==> src/include/preamp_ctrl_consts.vh <==
/*
  Register offsets, field positions, reset values and timing counts
  for the video pre-amp control bank. Definitions only.
*/
`ifndef PREAMP_CTRL_CONSTS_VH
`define PREAMP_CTRL_CONSTS_VH
`define DEV_ADDR_7 7'h5D
`define OFS_BLUE_GAIN 16'h8430
`define OFS_GREEN_GAIN 16'h8431
`define OFS_RED_GAIN 16'h8432
`define OFS_OVERALL_GAIN 16'h8433
`define OFS_BLUE_CLAMP 16'h8434
`define OFS_GREEN_CLAMP 16'h8435
`define OFS_RED_CLAMP 16'h8436
`define OFS_BRIGHTNESS 16'h8437
`define OFS_SHARED_CTRL 16'h8438
`define OFS_POWER_CTRL 16'h8439
`define OFS_PIXEL_DIV 16'h843A
`define OFS_STATUS 16'h843B
`define RST_GAIN 7'h60
`define RST_CLAMP 8'h80
`define RST_PEDESTAL 3'h4
`define RST_OVERLAY_GAIN 2'h2
`define RST_LEVEL_SHIFT 3'h4
`define RST_SHARED_CTRL 8'h94
`define RST_POWER_CTRL 8'h00
`define RST_PIXEL_DIV 8'h10
`define PEDESTAL_MSB 7
`define PEDESTAL_LSB 5
`define OVERLAY_GAIN_MSB 4
`define OVERLAY_GAIN_LSB 3
`define LEVEL_SHIFT_MSB 2
`define LEVEL_SHIFT_LSB 0
`define PWR_BLANK 8'h01
`define PWR_SAVE 8'h02
`define LINE_TIMEOUT 16'h0800
`define FRAME_TIMEOUT 24'h10_0000
`define FREE_LINE_PERIOD 16'h0500
`endif

==> src/hdl/preamp_ctrl_regs.v <==
/*
  Control register bank and digital supervision of a triple-channel
  video pre-amp with overlay. Assumes all pins synchronous to i_mclk;
  analog path consumes the digital levels driven here.
*/
//
// Function
// - Seven-bit overall gain register for all channels, reset to 0x60.
// - Three seven-bit channel gains, blue, green, red, reset to 0x60.
// - Three eight-bit per-channel clamp levels, reset to 0x80.
// - One shared eight-bit brightness level, reset to 0x80.
// - Pedestal field bits 7-5 of shared byte, reset to four.
// - Overlay gain field bits 4-3 of shared byte, reset to two.
// - Level-shift field bits 2-0 of shared byte, reset to four.
// - Per-pixel source select between external video and overlay.
// - Overlay ignores brightness but keeps gain, level shift, overlay gain.
// - Overlay pixel clock locked to line blank, programmable divide ratio.
// - Lost vertical retrace: keep frame blank pulses, force black.
// - Lost horizontal retrace: force black, free-run line blank pulse.
// - Interlace tolerated: vertical phase may shift half a line per field.
// - Supply-low indication forces video outputs to reference level.
// - Active blanking added to outputs during every line blank.
// - Power control value one blanks video, value two enters save.
// - Fixed seven-bit slave address; write and read bytes differ in direction bit.
`timescale 1ns/1ns
`default_nettype none
`include "preamp_ctrl_consts.vh"
module preamp_ctrl_regs #(
  parameter LINE_TIMEOUT = `LINE_TIMEOUT,
  parameter FRAME_TIMEOUT = `FRAME_TIMEOUT,
  parameter FREE_LINE_PERIOD = `FREE_LINE_PERIOD
) (
  // Clock and reset
  input wire i_mclk,
  input wire i_rst_n,
  // Serial host port
  input wire i_scl,
  input wire i_sda,
  output reg o_sda_out,
  output reg o_sda_oe,
  // Scan timing, supply level and overlay source select
  input wire i_line_retrace,
  input wire i_vertical_retrace_pulse,
  input wire i_supply_low_threshold,
  input wire i_overlay_source_select,
  // Timing outputs
  output reg o_line_blank_pulse,
  output reg o_frame_blank_pulse,
  output reg o_pixel_clk_en,
  // Analog settings
  output reg [6:0] o_blue_channel_gain,
  output reg [6:0] o_green_channel_gain,
  output reg [6:0] o_red_channel_gain,
  output reg [6:0] o_overall_gain,
  output reg [7:0] o_blue_clamp_level,
  output reg [7:0] o_green_clamp_level,
  output reg [7:0] o_red_clamp_level,
  output reg [7:0] o_brightness_level,
  output reg [2:0] o_pedestal,
  output reg [1:0] o_overlay_gain,
  output reg [2:0] o_video_level_shift,
  // Video path control
  output reg o_use_overlay,
  output reg o_brightness_apply,
  output reg o_force_black,
  output reg o_force_reference,
  output reg o_line_blank_pulse_insert,
  output reg o_power_save
);
  ////////////////////////////////////////////////////////////////
  // Serial slave and register file
  wire [15:0] bus_addr;
  wire [7:0] bus_wdata;
  wire bus_wr;
  wire slave_oe;
  reg [7:0] rdata;
  reg [6:0] gain_r [0:3];
  reg [7:0] clamp_r [0:3];
  reg [7:0] shared_r;
  reg [7:0] power_r;
  reg [7:0] pixdiv_r;
  reg line_lost_r;
  reg frame_lost_r;

  preamp_serial_slave u_slave (
    .i_mclk(i_mclk),
    .i_rst_n(i_rst_n),
    .i_scl(i_scl),
    .i_sda(i_sda),
    .o_sda_oe(slave_oe),
    .o_addr(bus_addr),
    .o_wdata(bus_wdata),
    .o_wr(bus_wr),
    .o_rd(),
    .i_rdata(rdata)
  );

  // Open-drain: drive low only
  always @(posedge i_mclk or negedge i_rst_n) begin
    if (!i_rst_n) begin
      o_sda_out <= 1'b0;
      o_sda_oe <= 1'b0;
    end else begin
      o_sda_out <= 1'b0;
      o_sda_oe <= slave_oe;
    end
  end

  genvar gi;
  generate
    for (gi = 0; gi < 4; gi = gi + 1) begin : g_regs
      always @(posedge i_mclk or negedge i_rst_n) begin
        if (!i_rst_n) begin
          gain_r[gi] <= `RST_GAIN;
          clamp_r[gi] <= `RST_CLAMP;
        end else if (bus_wr) begin
          if (bus_addr == `OFS_BLUE_GAIN + gi) begin
            gain_r[gi] <= bus_wdata[6:0];
          end
          if (bus_addr == `OFS_BLUE_CLAMP + gi) begin
            clamp_r[gi] <= bus_wdata;
          end
        end
      end
    end
  endgenerate

  always @(posedge i_mclk or negedge i_rst_n) begin
    if (!i_rst_n) begin
      shared_r <= `RST_SHARED_CTRL;
      power_r <= `RST_POWER_CTRL;
      pixdiv_r <= `RST_PIXEL_DIV;
    end else if (bus_wr) begin
      if (bus_addr == `OFS_SHARED_CTRL) begin
        shared_r <= bus_wdata;
      end
      if (bus_addr == `OFS_POWER_CTRL) begin
        power_r <= bus_wdata;
      end
      if (bus_addr == `OFS_PIXEL_DIV) begin
        pixdiv_r <= (bus_wdata == 8'h00) ? 8'h01 : bus_wdata;
      end
    end
  end

  always @* begin
    case (bus_addr)
      `OFS_BLUE_GAIN: rdata = {1'b0, gain_r[0]};
      `OFS_GREEN_GAIN: rdata = {1'b0, gain_r[1]};
      `OFS_RED_GAIN: rdata = {1'b0, gain_r[2]};
      `OFS_OVERALL_GAIN: rdata = {1'b0, gain_r[3]};
      `OFS_BLUE_CLAMP: rdata = clamp_r[0];
      `OFS_GREEN_CLAMP: rdata = clamp_r[1];
      `OFS_RED_CLAMP: rdata = clamp_r[2];
      `OFS_BRIGHTNESS: rdata = clamp_r[3];
      `OFS_SHARED_CTRL: rdata = shared_r;
      `OFS_POWER_CTRL: rdata = power_r;
      `OFS_PIXEL_DIV: rdata = pixdiv_r;
      `OFS_STATUS: rdata = {5'h00, i_supply_low_threshold, frame_lost_r, line_lost_r};
      default: rdata = 8'h00;
    endcase
  end

  ////////////////////////////////////////////////////////////////
  // Line supervision and free-running line oscillator
  reg line_d_r;
  reg [15:0] line_wd_r;
  reg [15:0] free_cnt_r;
  wire line_rise;
  assign line_rise = i_line_retrace & ~line_d_r;

  always @(posedge i_mclk or negedge i_rst_n) begin
    if (!i_rst_n) begin
      line_d_r <= 1'b0;
      line_wd_r <= 16'h0000;
      line_lost_r <= 1'b0;
      free_cnt_r <= 16'h0000;
    end else begin
      line_d_r <= i_line_retrace;
      if (line_rise) begin
        line_wd_r <= 16'h0000;
        line_lost_r <= 1'b0;
      end else if (line_wd_r >= LINE_TIMEOUT[15:0]) begin
        line_lost_r <= 1'b1;
      end else begin
        line_wd_r <= line_wd_r + 16'h0001;
      end
      if (line_rise || free_cnt_r >= FREE_LINE_PERIOD[15:0] - 16'h0001) begin
        free_cnt_r <= 16'h0000;
      end else begin
        free_cnt_r <= free_cnt_r + 16'h0001;
      end
    end
  end

  // Free-run pulse gated onto line blank when retrace is lost
  wire free_pulse;
  wire line_blank_c;
  assign free_pulse = (free_cnt_r < {4'h0, FREE_LINE_PERIOD[15:4]});
  assign line_blank_c = line_lost_r ? free_pulse : i_line_retrace;

  ////////////////////////////////////////////////////////////////
  // Frame supervision; watchdog counts time only, not line phase
  reg vert_d_r;
  reg [23:0] frame_wd_r;
  reg [23:0] frame_gen_r;
  wire vert_rise;
  assign vert_rise = i_vertical_retrace_pulse & ~vert_d_r;

  always @(posedge i_mclk or negedge i_rst_n) begin
    if (!i_rst_n) begin
      vert_d_r <= 1'b0;
      frame_wd_r <= 24'h00_0000;
      frame_gen_r <= 24'h00_0000;
      frame_lost_r <= 1'b0;
    end else begin
      vert_d_r <= i_vertical_retrace_pulse;
      if (vert_rise) begin
        frame_wd_r <= 24'h00_0000;
        frame_lost_r <= 1'b0;
      end else if (frame_wd_r >= FRAME_TIMEOUT[23:0]) begin
        frame_lost_r <= 1'b1;
      end else begin
        frame_wd_r <= frame_wd_r + 24'h00_0001;
      end
      if (!frame_lost_r || frame_gen_r >= FRAME_TIMEOUT[23:0]) begin
        frame_gen_r <= 24'h00_0000;
      end else begin
        frame_gen_r <= frame_gen_r + 24'h00_0001;
      end
    end
  end

  // Keep issuing frame blank from a local timer when retrace is lost
  wire frame_blank_c;
  assign frame_blank_c = frame_lost_r ? (frame_gen_r < {8'h00, FREE_LINE_PERIOD[15:0]}) :
                         i_vertical_retrace_pulse;

  ////////////////////////////////////////////////////////////////
  // Overlay pixel clock divider, restarted at each line blank
  reg [7:0] pix_cnt_r;
  always @(posedge i_mclk or negedge i_rst_n) begin
    if (!i_rst_n) begin
      pix_cnt_r <= 8'h00;
    end else if (line_blank_c || pix_cnt_r >= pixdiv_r - 8'h01) begin
      pix_cnt_r <= 8'h00;
    end else begin
      pix_cnt_r <= pix_cnt_r + 8'h01;
    end
  end

  ////////////////////////////////////////////////////////////////
  // Output registers
  always @(posedge i_mclk or negedge i_rst_n) begin
    if (!i_rst_n) begin
      o_line_blank_pulse <= 1'b0;
      o_frame_blank_pulse <= 1'b0;
      o_pixel_clk_en <= 1'b0;
      o_blue_channel_gain <= `RST_GAIN;
      o_green_channel_gain <= `RST_GAIN;
      o_red_channel_gain <= `RST_GAIN;
      o_overall_gain <= `RST_GAIN;
      o_blue_clamp_level <= `RST_CLAMP;
      o_green_clamp_level <= `RST_CLAMP;
      o_red_clamp_level <= `RST_CLAMP;
      o_brightness_level <= `RST_CLAMP;
      o_pedestal <= `RST_PEDESTAL;
      o_overlay_gain <= `RST_OVERLAY_GAIN;
      o_video_level_shift <= `RST_LEVEL_SHIFT;
      o_use_overlay <= 1'b0;
      o_brightness_apply <= 1'b1;
      o_force_black <= 1'b0;
      o_force_reference <= 1'b0;
      o_line_blank_pulse_insert <= 1'b0;
      o_power_save <= 1'b0;
    end else begin
      o_line_blank_pulse <= line_blank_c;
      o_frame_blank_pulse <= frame_blank_c;
      o_pixel_clk_en <= !line_blank_c && (pix_cnt_r == 8'h00);
      o_blue_channel_gain <= gain_r[0];
      o_green_channel_gain <= gain_r[1];
      o_red_channel_gain <= gain_r[2];
      o_overall_gain <= gain_r[3];
      o_blue_clamp_level <= clamp_r[0];
      o_green_clamp_level <= clamp_r[1];
      o_red_clamp_level <= clamp_r[2];
      o_brightness_level <= clamp_r[3];
      o_pedestal <= shared_r[`PEDESTAL_MSB:`PEDESTAL_LSB];
      o_overlay_gain <= shared_r[`OVERLAY_GAIN_MSB:`OVERLAY_GAIN_LSB];
      o_video_level_shift <= shared_r[`LEVEL_SHIFT_MSB:`LEVEL_SHIFT_LSB];
      o_use_overlay <= i_overlay_source_select;
      o_brightness_apply <= ~i_overlay_source_select;
      o_force_black <= line_lost_r | frame_lost_r |
                       (power_r == `PWR_BLANK) | (power_r == `PWR_SAVE);
      o_force_reference <= i_supply_low_threshold;
      o_line_blank_pulse_insert <= line_blank_c;
      o_power_save <= (power_r == `PWR_SAVE);
    end
  end
endmodule
`default_nettype wire

==> src/hdl/preamp_serial_slave.v <==
/*
  Two-wire serial slave: address byte, 16-bit register index, data.
  Assumes SCL and SDA already synchronous to i_mclk.
*/
`timescale 1ns/1ns
`default_nettype none
`include "preamp_ctrl_consts.vh"
module preamp_serial_slave (
  // Clock and reset
  input wire i_mclk,
  input wire i_rst_n,
  // Serial pins
  input wire i_scl,
  input wire i_sda,
  output reg o_sda_oe,
  // Register port
  output reg [15:0] o_addr,
  output reg [7:0] o_wdata,
  output reg o_wr,
  output reg o_rd,
  input wire [7:0] i_rdata
);
  localparam ST_IDLE = 3'd0;
  localparam ST_DEV = 3'd1;
  localparam ST_IDXH = 3'd2;
  localparam ST_IDXL = 3'd3;
  localparam ST_WDATA = 3'd4;
  localparam ST_RDATA = 3'd5;
  localparam ST_SKIP = 3'd6;
  reg scl_d_r;
  reg sda_d_r;
  reg [2:0] state_r;
  reg [2:0] after_ack_r;
  reg [3:0] bitcnt_r;
  reg [7:0] shift_r;
  reg ack_phase_r;
  reg read_mode_r;
  wire scl_rise;
  wire scl_fall;
  wire start_c;
  wire stop_c;
  assign scl_rise = i_scl & ~scl_d_r;
  assign scl_fall = ~i_scl & scl_d_r;
  assign start_c = i_scl & scl_d_r & sda_d_r & ~i_sda;
  assign stop_c = i_scl & scl_d_r & ~sda_d_r & i_sda;
  always @(posedge i_mclk or negedge i_rst_n) begin
    if (!i_rst_n) begin
      scl_d_r <= 1'b1;
      sda_d_r <= 1'b1;
      state_r <= ST_IDLE;
      after_ack_r <= ST_IDLE;
      bitcnt_r <= 4'd0;
      shift_r <= 8'h00;
      ack_phase_r <= 1'b0;
      read_mode_r <= 1'b0;
      o_sda_oe <= 1'b0;
      o_addr <= 16'h0000;
      o_wdata <= 8'h00;
      o_wr <= 1'b0;
      o_rd <= 1'b0;
    end else begin
      scl_d_r <= i_scl;
      sda_d_r <= i_sda;
      o_wr <= 1'b0;
      o_rd <= 1'b0;
      if (start_c) begin
        state_r <= ST_DEV;
        bitcnt_r <= 4'd0;
        ack_phase_r <= 1'b0;
        o_sda_oe <= 1'b0;
      end else if (stop_c) begin
        state_r <= ST_IDLE;
        o_sda_oe <= 1'b0;
      end else if (state_r != ST_IDLE && state_r != ST_SKIP) begin
        if (scl_rise && !ack_phase_r) begin
          if (state_r == ST_RDATA) begin
            if (bitcnt_r == 4'd8) begin
              read_mode_r <= ~i_sda;
            end
          end else begin
            shift_r <= {shift_r[6:0], i_sda};
            bitcnt_r <= bitcnt_r + 4'd1;
          end
        end
        if (scl_fall) begin
          if (ack_phase_r) begin
            ack_phase_r <= 1'b0;
            o_sda_oe <= 1'b0;
            state_r <= after_ack_r;
            bitcnt_r <= 4'd0;
            if (after_ack_r == ST_RDATA) begin
              shift_r <= i_rdata;
              o_sda_oe <= ~i_rdata[7];
            end
          end else if (state_r == ST_RDATA) begin
            if (bitcnt_r == 4'd8) begin
              o_sda_oe <= 1'b0;
              state_r <= read_mode_r ? ST_RDATA : ST_SKIP;
              bitcnt_r <= 4'd0;
              if (read_mode_r) begin
                shift_r <= i_rdata;
                o_sda_oe <= ~i_rdata[7];
                o_rd <= 1'b1;
              end
            end else begin
              bitcnt_r <= bitcnt_r + 4'd1;
              shift_r <= {shift_r[6:0], 1'b0};
              o_sda_oe <= (bitcnt_r == 4'd7) ? 1'b0 : ~shift_r[6];
              if (bitcnt_r == 4'd7) begin
                o_addr <= o_addr + 16'h0001;
              end
            end
          end else if (bitcnt_r == 4'd8) begin
            ack_phase_r <= 1'b1;
            o_sda_oe <= 1'b1;
            case (state_r)
              ST_DEV: begin
                if (shift_r[7:1] == `DEV_ADDR_7) begin
                  after_ack_r <= shift_r[0] ? ST_RDATA : ST_IDXH;
                  if (shift_r[0]) begin
                    o_rd <= 1'b1;
                  end
                end else begin
                  ack_phase_r <= 1'b0;
                  o_sda_oe <= 1'b0;
                  state_r <= ST_SKIP;
                end
              end
              ST_IDXH: begin
                o_addr[15:8] <= shift_r;
                after_ack_r <= ST_IDXL;
              end
              ST_IDXL: begin
                o_addr[7:0] <= shift_r;
                after_ack_r <= ST_WDATA;
              end
              ST_WDATA: begin
                o_wdata <= shift_r;
                o_wr <= 1'b1;
                after_ack_r <= ST_WDATA;
              end
              default: begin
                after_ack_r <= ST_IDLE;
              end
            endcase
          end
        end
      end
      if (o_wr) begin
        o_addr <= o_addr + 16'h0001;
      end
    end
  end
endmodule
`default_nettype wire

==> config.mk <==
export PLATFORM = sky130hd
export DESIGN_NAME = preamp_ctrl_regs
export DESIGN_NICKNAME = d
export VERILOG_FILES = /design/src/hdl/preamp_ctrl_regs.v /design/src/hdl/preamp_serial_slave.v
export VERILOG_INCLUDE_DIRS = /design/src /design/src/include
export SDC_FILE = /design/constraint.sdc
export NUM_CORES = 1
export LEC_CHECK = 0
export BUFFER_PORTS_ARGS = -buffer_cell sky130_fd_sc_hd__buf_2
export CORE_MARGIN = 5
export CORE_UTILIZATION = 56
export CTS_CLUSTER_SIZE = 8
export DETAILED_ROUTE_END_ITERATION = 8
export GPL_TIMING_DRIVEN = 0
export PLACE_DENSITY_LB_ADDON = 0.12
export SKIP_LAST_GASP = 1
export SLEW_MARGIN = 40
export SYNTH_ARGS = -nofsm -noshare
export SYNTH_HDL_FRONTEND = slang
export SYNTH_SLANG_ARGS = --single-unit
==> constraint.sdc <==
create_clock -name i_mclk -period 6.1 [get_ports i_mclk]
set_input_delay 1.22 -clock i_mclk [delete_from_list [all_inputs] [get_ports i_mclk]]
set_output_delay 1.22 -clock i_mclk [all_outputs]
set_load 0.02 [all_outputs]
After elaboration in Yosys (flattened, before gate mapping)
Cells that the tools add are included. W data, S select, Z words.

Bitwise gates (word level): 25. $lt $le $gt $ge: 7. Add/subtract/negate cells: 8. Eq/ne operators: 33. Reductions and logical operators: 49. Mux-type cells: 86.

Operators with widths (count): $mux W16 (13); $eq A16 B16 Y1 const B (12); $mux W8 (12); $pmux W8 S12 (1); $mux W24 (3); $add A16 B1 Y16 const B (3); $add A24 B1 Y24 const B (2); $ge A24 B21 Y1 const B (2); $mux W3 (12); $mux W4 (9); $mux W1 (34); $lt A24 B11 Y1 const B (1); $reduce_and A2 Y1 (12); $reduce_bool A3 Y1 (7); $reduce_and A9 Y1 (2); $ge A16 B11 Y1 const B (1); $ge A16 B12 Y1 const B (1); $logic_not A8 Y1 (2); $lt A16 B7 Y1 const B (1); $reduce_and A8 Y1 (2); $not A1 Y1 (13); $reduce_bool A2 Y1 (6); $ne A2 B1 Y1 const B (5); $reduce_bool A5 Y1 (2); other kinds (28) (50).

Bits in registers: 301. Output and inout bits: 79. Bits of input ports: 8. Logic and storage cells: 261.

Depth between registers and ports, before layout
Depth after elaboration: 11. Depth in mapped cells: 10. Mapped depth without buffers: 10.

Cells and area by module
A second synthesis with hierarchy kept.

Cells, all modules: 1157. Area, all modules: 13660.6 um2.

Modules (own cells, without submodules): preamp_ctrl_regs (area each 10659.0 um2, sequential area each 6371.1 um2, cells each 831, times used 1); preamp_serial_slave (area each 3001.6 um2, sequential area each 1228.7 um2, cells each 326, times used 1).

Least setup slack after synthesis
No wires, ideal clock.

Kind: input to register. Start point: input i_scl. End point: register u_slave.shift_r[3]. Setup time: 126 ps. Stages: 6. Data arrival time: 2684 ps. Path buffers: 0. Setup slack: 3290 ps. Required time: 5974 ps. Cell sequence: nor3b_2 -> nand2_1 -> mux2_2 -> and4_1 -> o32a_1 -> a311o_1.

Cells in the longest elaborated chain, start to end: 8. Elaborated cells between the ends (all ways): 19. Those cells by class: mux (7); bitwise (10); reduce/logical (2).

RTL lines: start: declaration (line preamp_ctrl_regs.v:37) `input wire i_scl,`; $and A1 B1 Y1 (line preamp_serial_slave.v:42) `assign scl_rise = i_scl & ~scl_d_r;`; $logic_and A1 B1 Y1 (line preamp_serial_slave.v:75) `if (scl_rise && !ack_phase_r) begin`; $mux W8 (line preamp_serial_slave.v:75); $mux W8 (line preamp_serial_slave.v:100) `if (read_mode_r) begin`; $mux W8 (line preamp_serial_slave.v:96) `if (bitcnt_r == 4'd8) begin`; $mux W8 (line preamp_serial_slave.v:95) `end else if (state_r == ST_RDATA) begin`; $mux W8 (line preamp_serial_slave.v:86) `if (ack_phase_r) begin`; $mux W8 (line preamp_serial_slave.v:85) `if (scl_fall) begin`; end signal: assignment (line preamp_serial_slave.v:92) `shift_r <= i_rdata;`; end signal: assignment (line preamp_serial_slave.v:101) `shift_r <= i_rdata;`; end signal: assignment (line preamp_serial_slave.v:107) `shift_r <= {shift_r[6:0], 1'b0};`; end: declaration (line preamp_serial_slave.v:35) `reg [7:0] shift_r;`.

Parallel ways exist; a longest one is shown, timed or not. A chain may end at the register's enable or synchronous reset.

Worst setup path in the final report
Start point: register u_slave.o_addr[0]. End point: register u_slave.shift_r[0].

Cells in the longest elaborated chain, start to end: 7. Elaborated cells between the ends (all ways): 19. Those cells by class: eq/ne (12); mux (7).

RTL lines: start: declaration (line preamp_serial_slave.v:17) `output reg [15:0] o_addr,`; start signal: assignment (line preamp_serial_slave.v:110) `o_addr <= o_addr + 16'h0001;`; start signal: assignment (line preamp_serial_slave.v:134) `o_addr[7:0] <= shift_r;`; start signal: assignment (line preamp_serial_slave.v:150) `o_addr <= o_addr + 16'h0001;`; $eq A16 B16 Y1 (line preamp_ctrl_regs.v:147) `case (bus_addr)`; $pmux W8 S12 * (line preamp_ctrl_regs.v:147); $mux W8 (line preamp_serial_slave.v:100); $mux W8 (line preamp_serial_slave.v:96); $mux W8 (line preamp_serial_slave.v:95); $mux W8 * (line preamp_serial_slave.v:86); $mux W8 * (line preamp_serial_slave.v:85).

Mark *: on every way between the ends. The rest lies on a longest branch, timed or not.

==> qor.yml <==
status: "complete, no violations"
yosysSeqAreaShare: 0.562
post-route-drc-count: 0
critPathLaunchType: "flip-flop"
cts_max_level: 2
hold_class: "flip-flop to flip-flop"
grt_remaining_overflow: 0
synth_edf_count: 0
use_met1: 0.348
synth_cell_types: 79
hold_viol: 0
final_area_mm2: 0.0157
min-delay-start: "clamp_r[31]"
synthArstFlopShare: 1.00
drtIter0Drc: 865
synth_warnings: 0
vdd_drop_max_v: 0.000220
via_per_inst: 5.79
clockPowerShare: 0.453
ant_nets: 0
p_comb_frac: 0.092
switching_share: 0.249
initial_core_util: 0.572
postCtsHoldBufs: 0
rsz0062_at_grt: "false"
syn_area_mm2: 0.0135
cellInternalPower_mw: 3.55
dieWidth_um: 165
powerDensity_mw_per_mm2: 302
path_clk_slew_ns: 0.05
r2r-end: "u_slave.shift_r[0]"
clk_path_buf_depth: 3
p_switching_mw: 1.18
row_count: 56
wl_per_cell_um: 19.1
cts_setup_buffers: 0
ff2ff_path_depth: 10
die_area_mm2: 0.0272
drv_cap: 0
first_pass_iters: 6
fp.dieH_um: 165
numPortBuffers: 85
worstMarginPinSlew_ns: 0.839
antenna_found_initial: 0
cts_tree: "yes"
grt_util_met2: 0.383
yosys-top-cells-area: "dfrtp_1 (50%), mux2_2 (7.7%), dfstp_2 (6.6%)"
grtUsageMet3: 0.0419
dp_hpwl_mm: 21.7
min_to: "o_blue_clamp_level[7]"
slew_headroom: 0.436
max_freq_ghz: 0.298
grt_pass1_wl_mm: 52.3
yosys.area.top_type_share: 0.496
grt-busiest-layer: "met2"
period_needed_ns: 3.35
layout.nets: 1348
finalCritPeriodShare: 0.550
holdPathStages: 0
synth.avg_cell_area_um2: 11.5
synth_top_cell_by_area: "dfrtp_1"
hold-worst-slack_ns: 0.368
path_max_fanout: 10
ios: 87
cts_sinks: 301
synth_top_flop_cell: "dfrtp_1"
gp_congestion: 0.916
grt_usage: 0.242
num_antenna_cells: 0
root_buffer: "clkbuf_16"
critPathRequiredTime_ns: 6.53
ys_seq_elements: 301
cts-resized-gates: 0
grt_max_degree: 77
drt-total-wl_mm: 31.8
syn_to_final_growth_pct: 16.4
path_class: "flip-flop to flip-flop"
core-area_mm2: 0.0235
synth_cells: 1173
worstPathArrival_ns: 3.78
p_seq_frac: 0.456
grt_pass1_vias: 9660
cts_made_buffers: 43
slew_viol_final: 0
p_leak_nw: 7.43
dpl-instance-area_mm2: 0.0144
reg2reg_from: "u_slave.o_addr[0]"
r2r_slack_ns: 2.75
finClkSkew_ns: 0.0212
vias: 9622
clk_latency_ns: 0.53
cp-end-kind: "flip-flop"
drive_above_1_share: 0.227
setup_viol: 0
-- flip-flops by register name (all words and copies together), names as in the netlist, 16 cells and up --
register and count:
clamp_r 32, gain_r 28, frame_gen_r 24, frame_wd_r 24, free_cnt_r 16, line_wd_r 16
u_slave.o_addr 16
-- area by class of cell --
type / instances / area [µm²]
Clock buffer: 70 / 1190
Inverter: 32 / 120
Multi-Input combinational cell: 792 / 5570
Sequential cell: 301 / 7570
Timing Repair Buffer: 90 / 557
Buffer: 56 / 234
Fill cell: 1837 / 7870
Clock inverter: 2 / 28.8
Tap cell: 319 / 399
-- critical path, cell delays in order (launching register included) --
cell and delay (ns):
dfrtp_1 0.46, inv_1 0.12, ha_1 0.24, clkbuf_1 0.50
buf_1 0.67, a222oi_1 0.27, mux2i_1 0.20, a21oi_1 0.09
nor3_1 0.34, nor4_1 0.09, a211oi_1 0.26
-- cells by family after synthesis --
family,synth area share
compound gates,0.112
simple gates,0.143
fa+ha+maj,0.0223
xor+xnor,0.0416
flops,0.562
buf+inv,0.0263
other cells,0.000278
mux,0.0922
-- power groups by stage --
stage / clock [mW] / sequential, mW / combinational (mW)
2_1_floorplan: 0 / 2.16 / 0.283
3_3_place_gp: 0 / 2.18 / 0.412
3_5_place_dp: 0 / 2.18 / 0.430
4_1_cts: 2.18 / 2.15 / 0.433
5_1_grt: 2.28 / 2.16 / 0.490
6_report: 2.14 / 2.15 / 0.433
-- synth_stat cells (all sizes together), types with 5 or more instances --
library cell / n
dfrtp: 267
nor2: 120
mux2: 101
nand2: 63
a21oi: 61
o21ai: 43
clkbuf: 41
nand3: 41
dfstp: 34
xor2: 33
inv: 32
xnor2: 31
ha: 24
and3: 23
nor3: 19
nand4: 17
buf: 15
nor2b: 14
a21o: 12
a31oi: 11
nand2b: 11
nor4: 11
a221oi: 10
o22ai: 10
a222oi: 9
a22o: 8
and4: 8
a22oi: 7
mux2i: 7
or3: 7
a211oi: 6
and2: 6
o22a: 5
o31ai: 5
-- layout by cell type, fill, tap and decap left out, types with 32 or more instances in the layout --
cell       count
clkbuf_16     43
dfstp_2       34
o21ai_0       43
nand3_1       37
dfrtp_1      267
nand2_1       59
xor2_1        33
nor2_1       119
buf_2         90
mux2_2        92
inv_1         32
clkbuf_1      66
a21oi_1       61
-- worst max-delay path by stage --
stage	slack, ns	startpoint	endpoint
floorplan	3.29	i_scl	u_slave.shift_r[3]
global placement	-1.61	i_rst_n	u_slave.o_addr[13]
global route	2.60	u_slave.o_addr[0]	u_slave.shift_r[0]
detailed placement	2.77	i_scl	u_slave.o_addr[11]
finish	2.75	u_slave.o_addr[0]	u_slave.shift_r[0]
CTS	2.87	u_slave.o_addr[0]	u_slave.shift_r[0]
-- metal layers --
metal | vias to the layer above | share of wire
met5 | - | 0
met2 | 321 | 0.46
met3 | 52 | 0.066
li1 | 4519 | -
met1 | 4730 | 0.45
met4 | 0 | 0.019
-- per-stage QoR --
step           worst slack, ns  power [mW]  instances  setup TNS (ns)  utilization
4_1_cts                   2.87        4.77       1661               0        0.665
3_5_place_dp              2.77        2.61       1589               0        0.613
3_3_place_gp             -1.61        2.59       1585         -423.82        0.608
6_report                  2.75        4.73       1662               0        0.666
5_1_grt                   2.60        4.93       1662               0        0.666
2_1_floorplan             3.29        2.44       1181               0            -
Note: power is estimated with default switching activity, not from simulation.
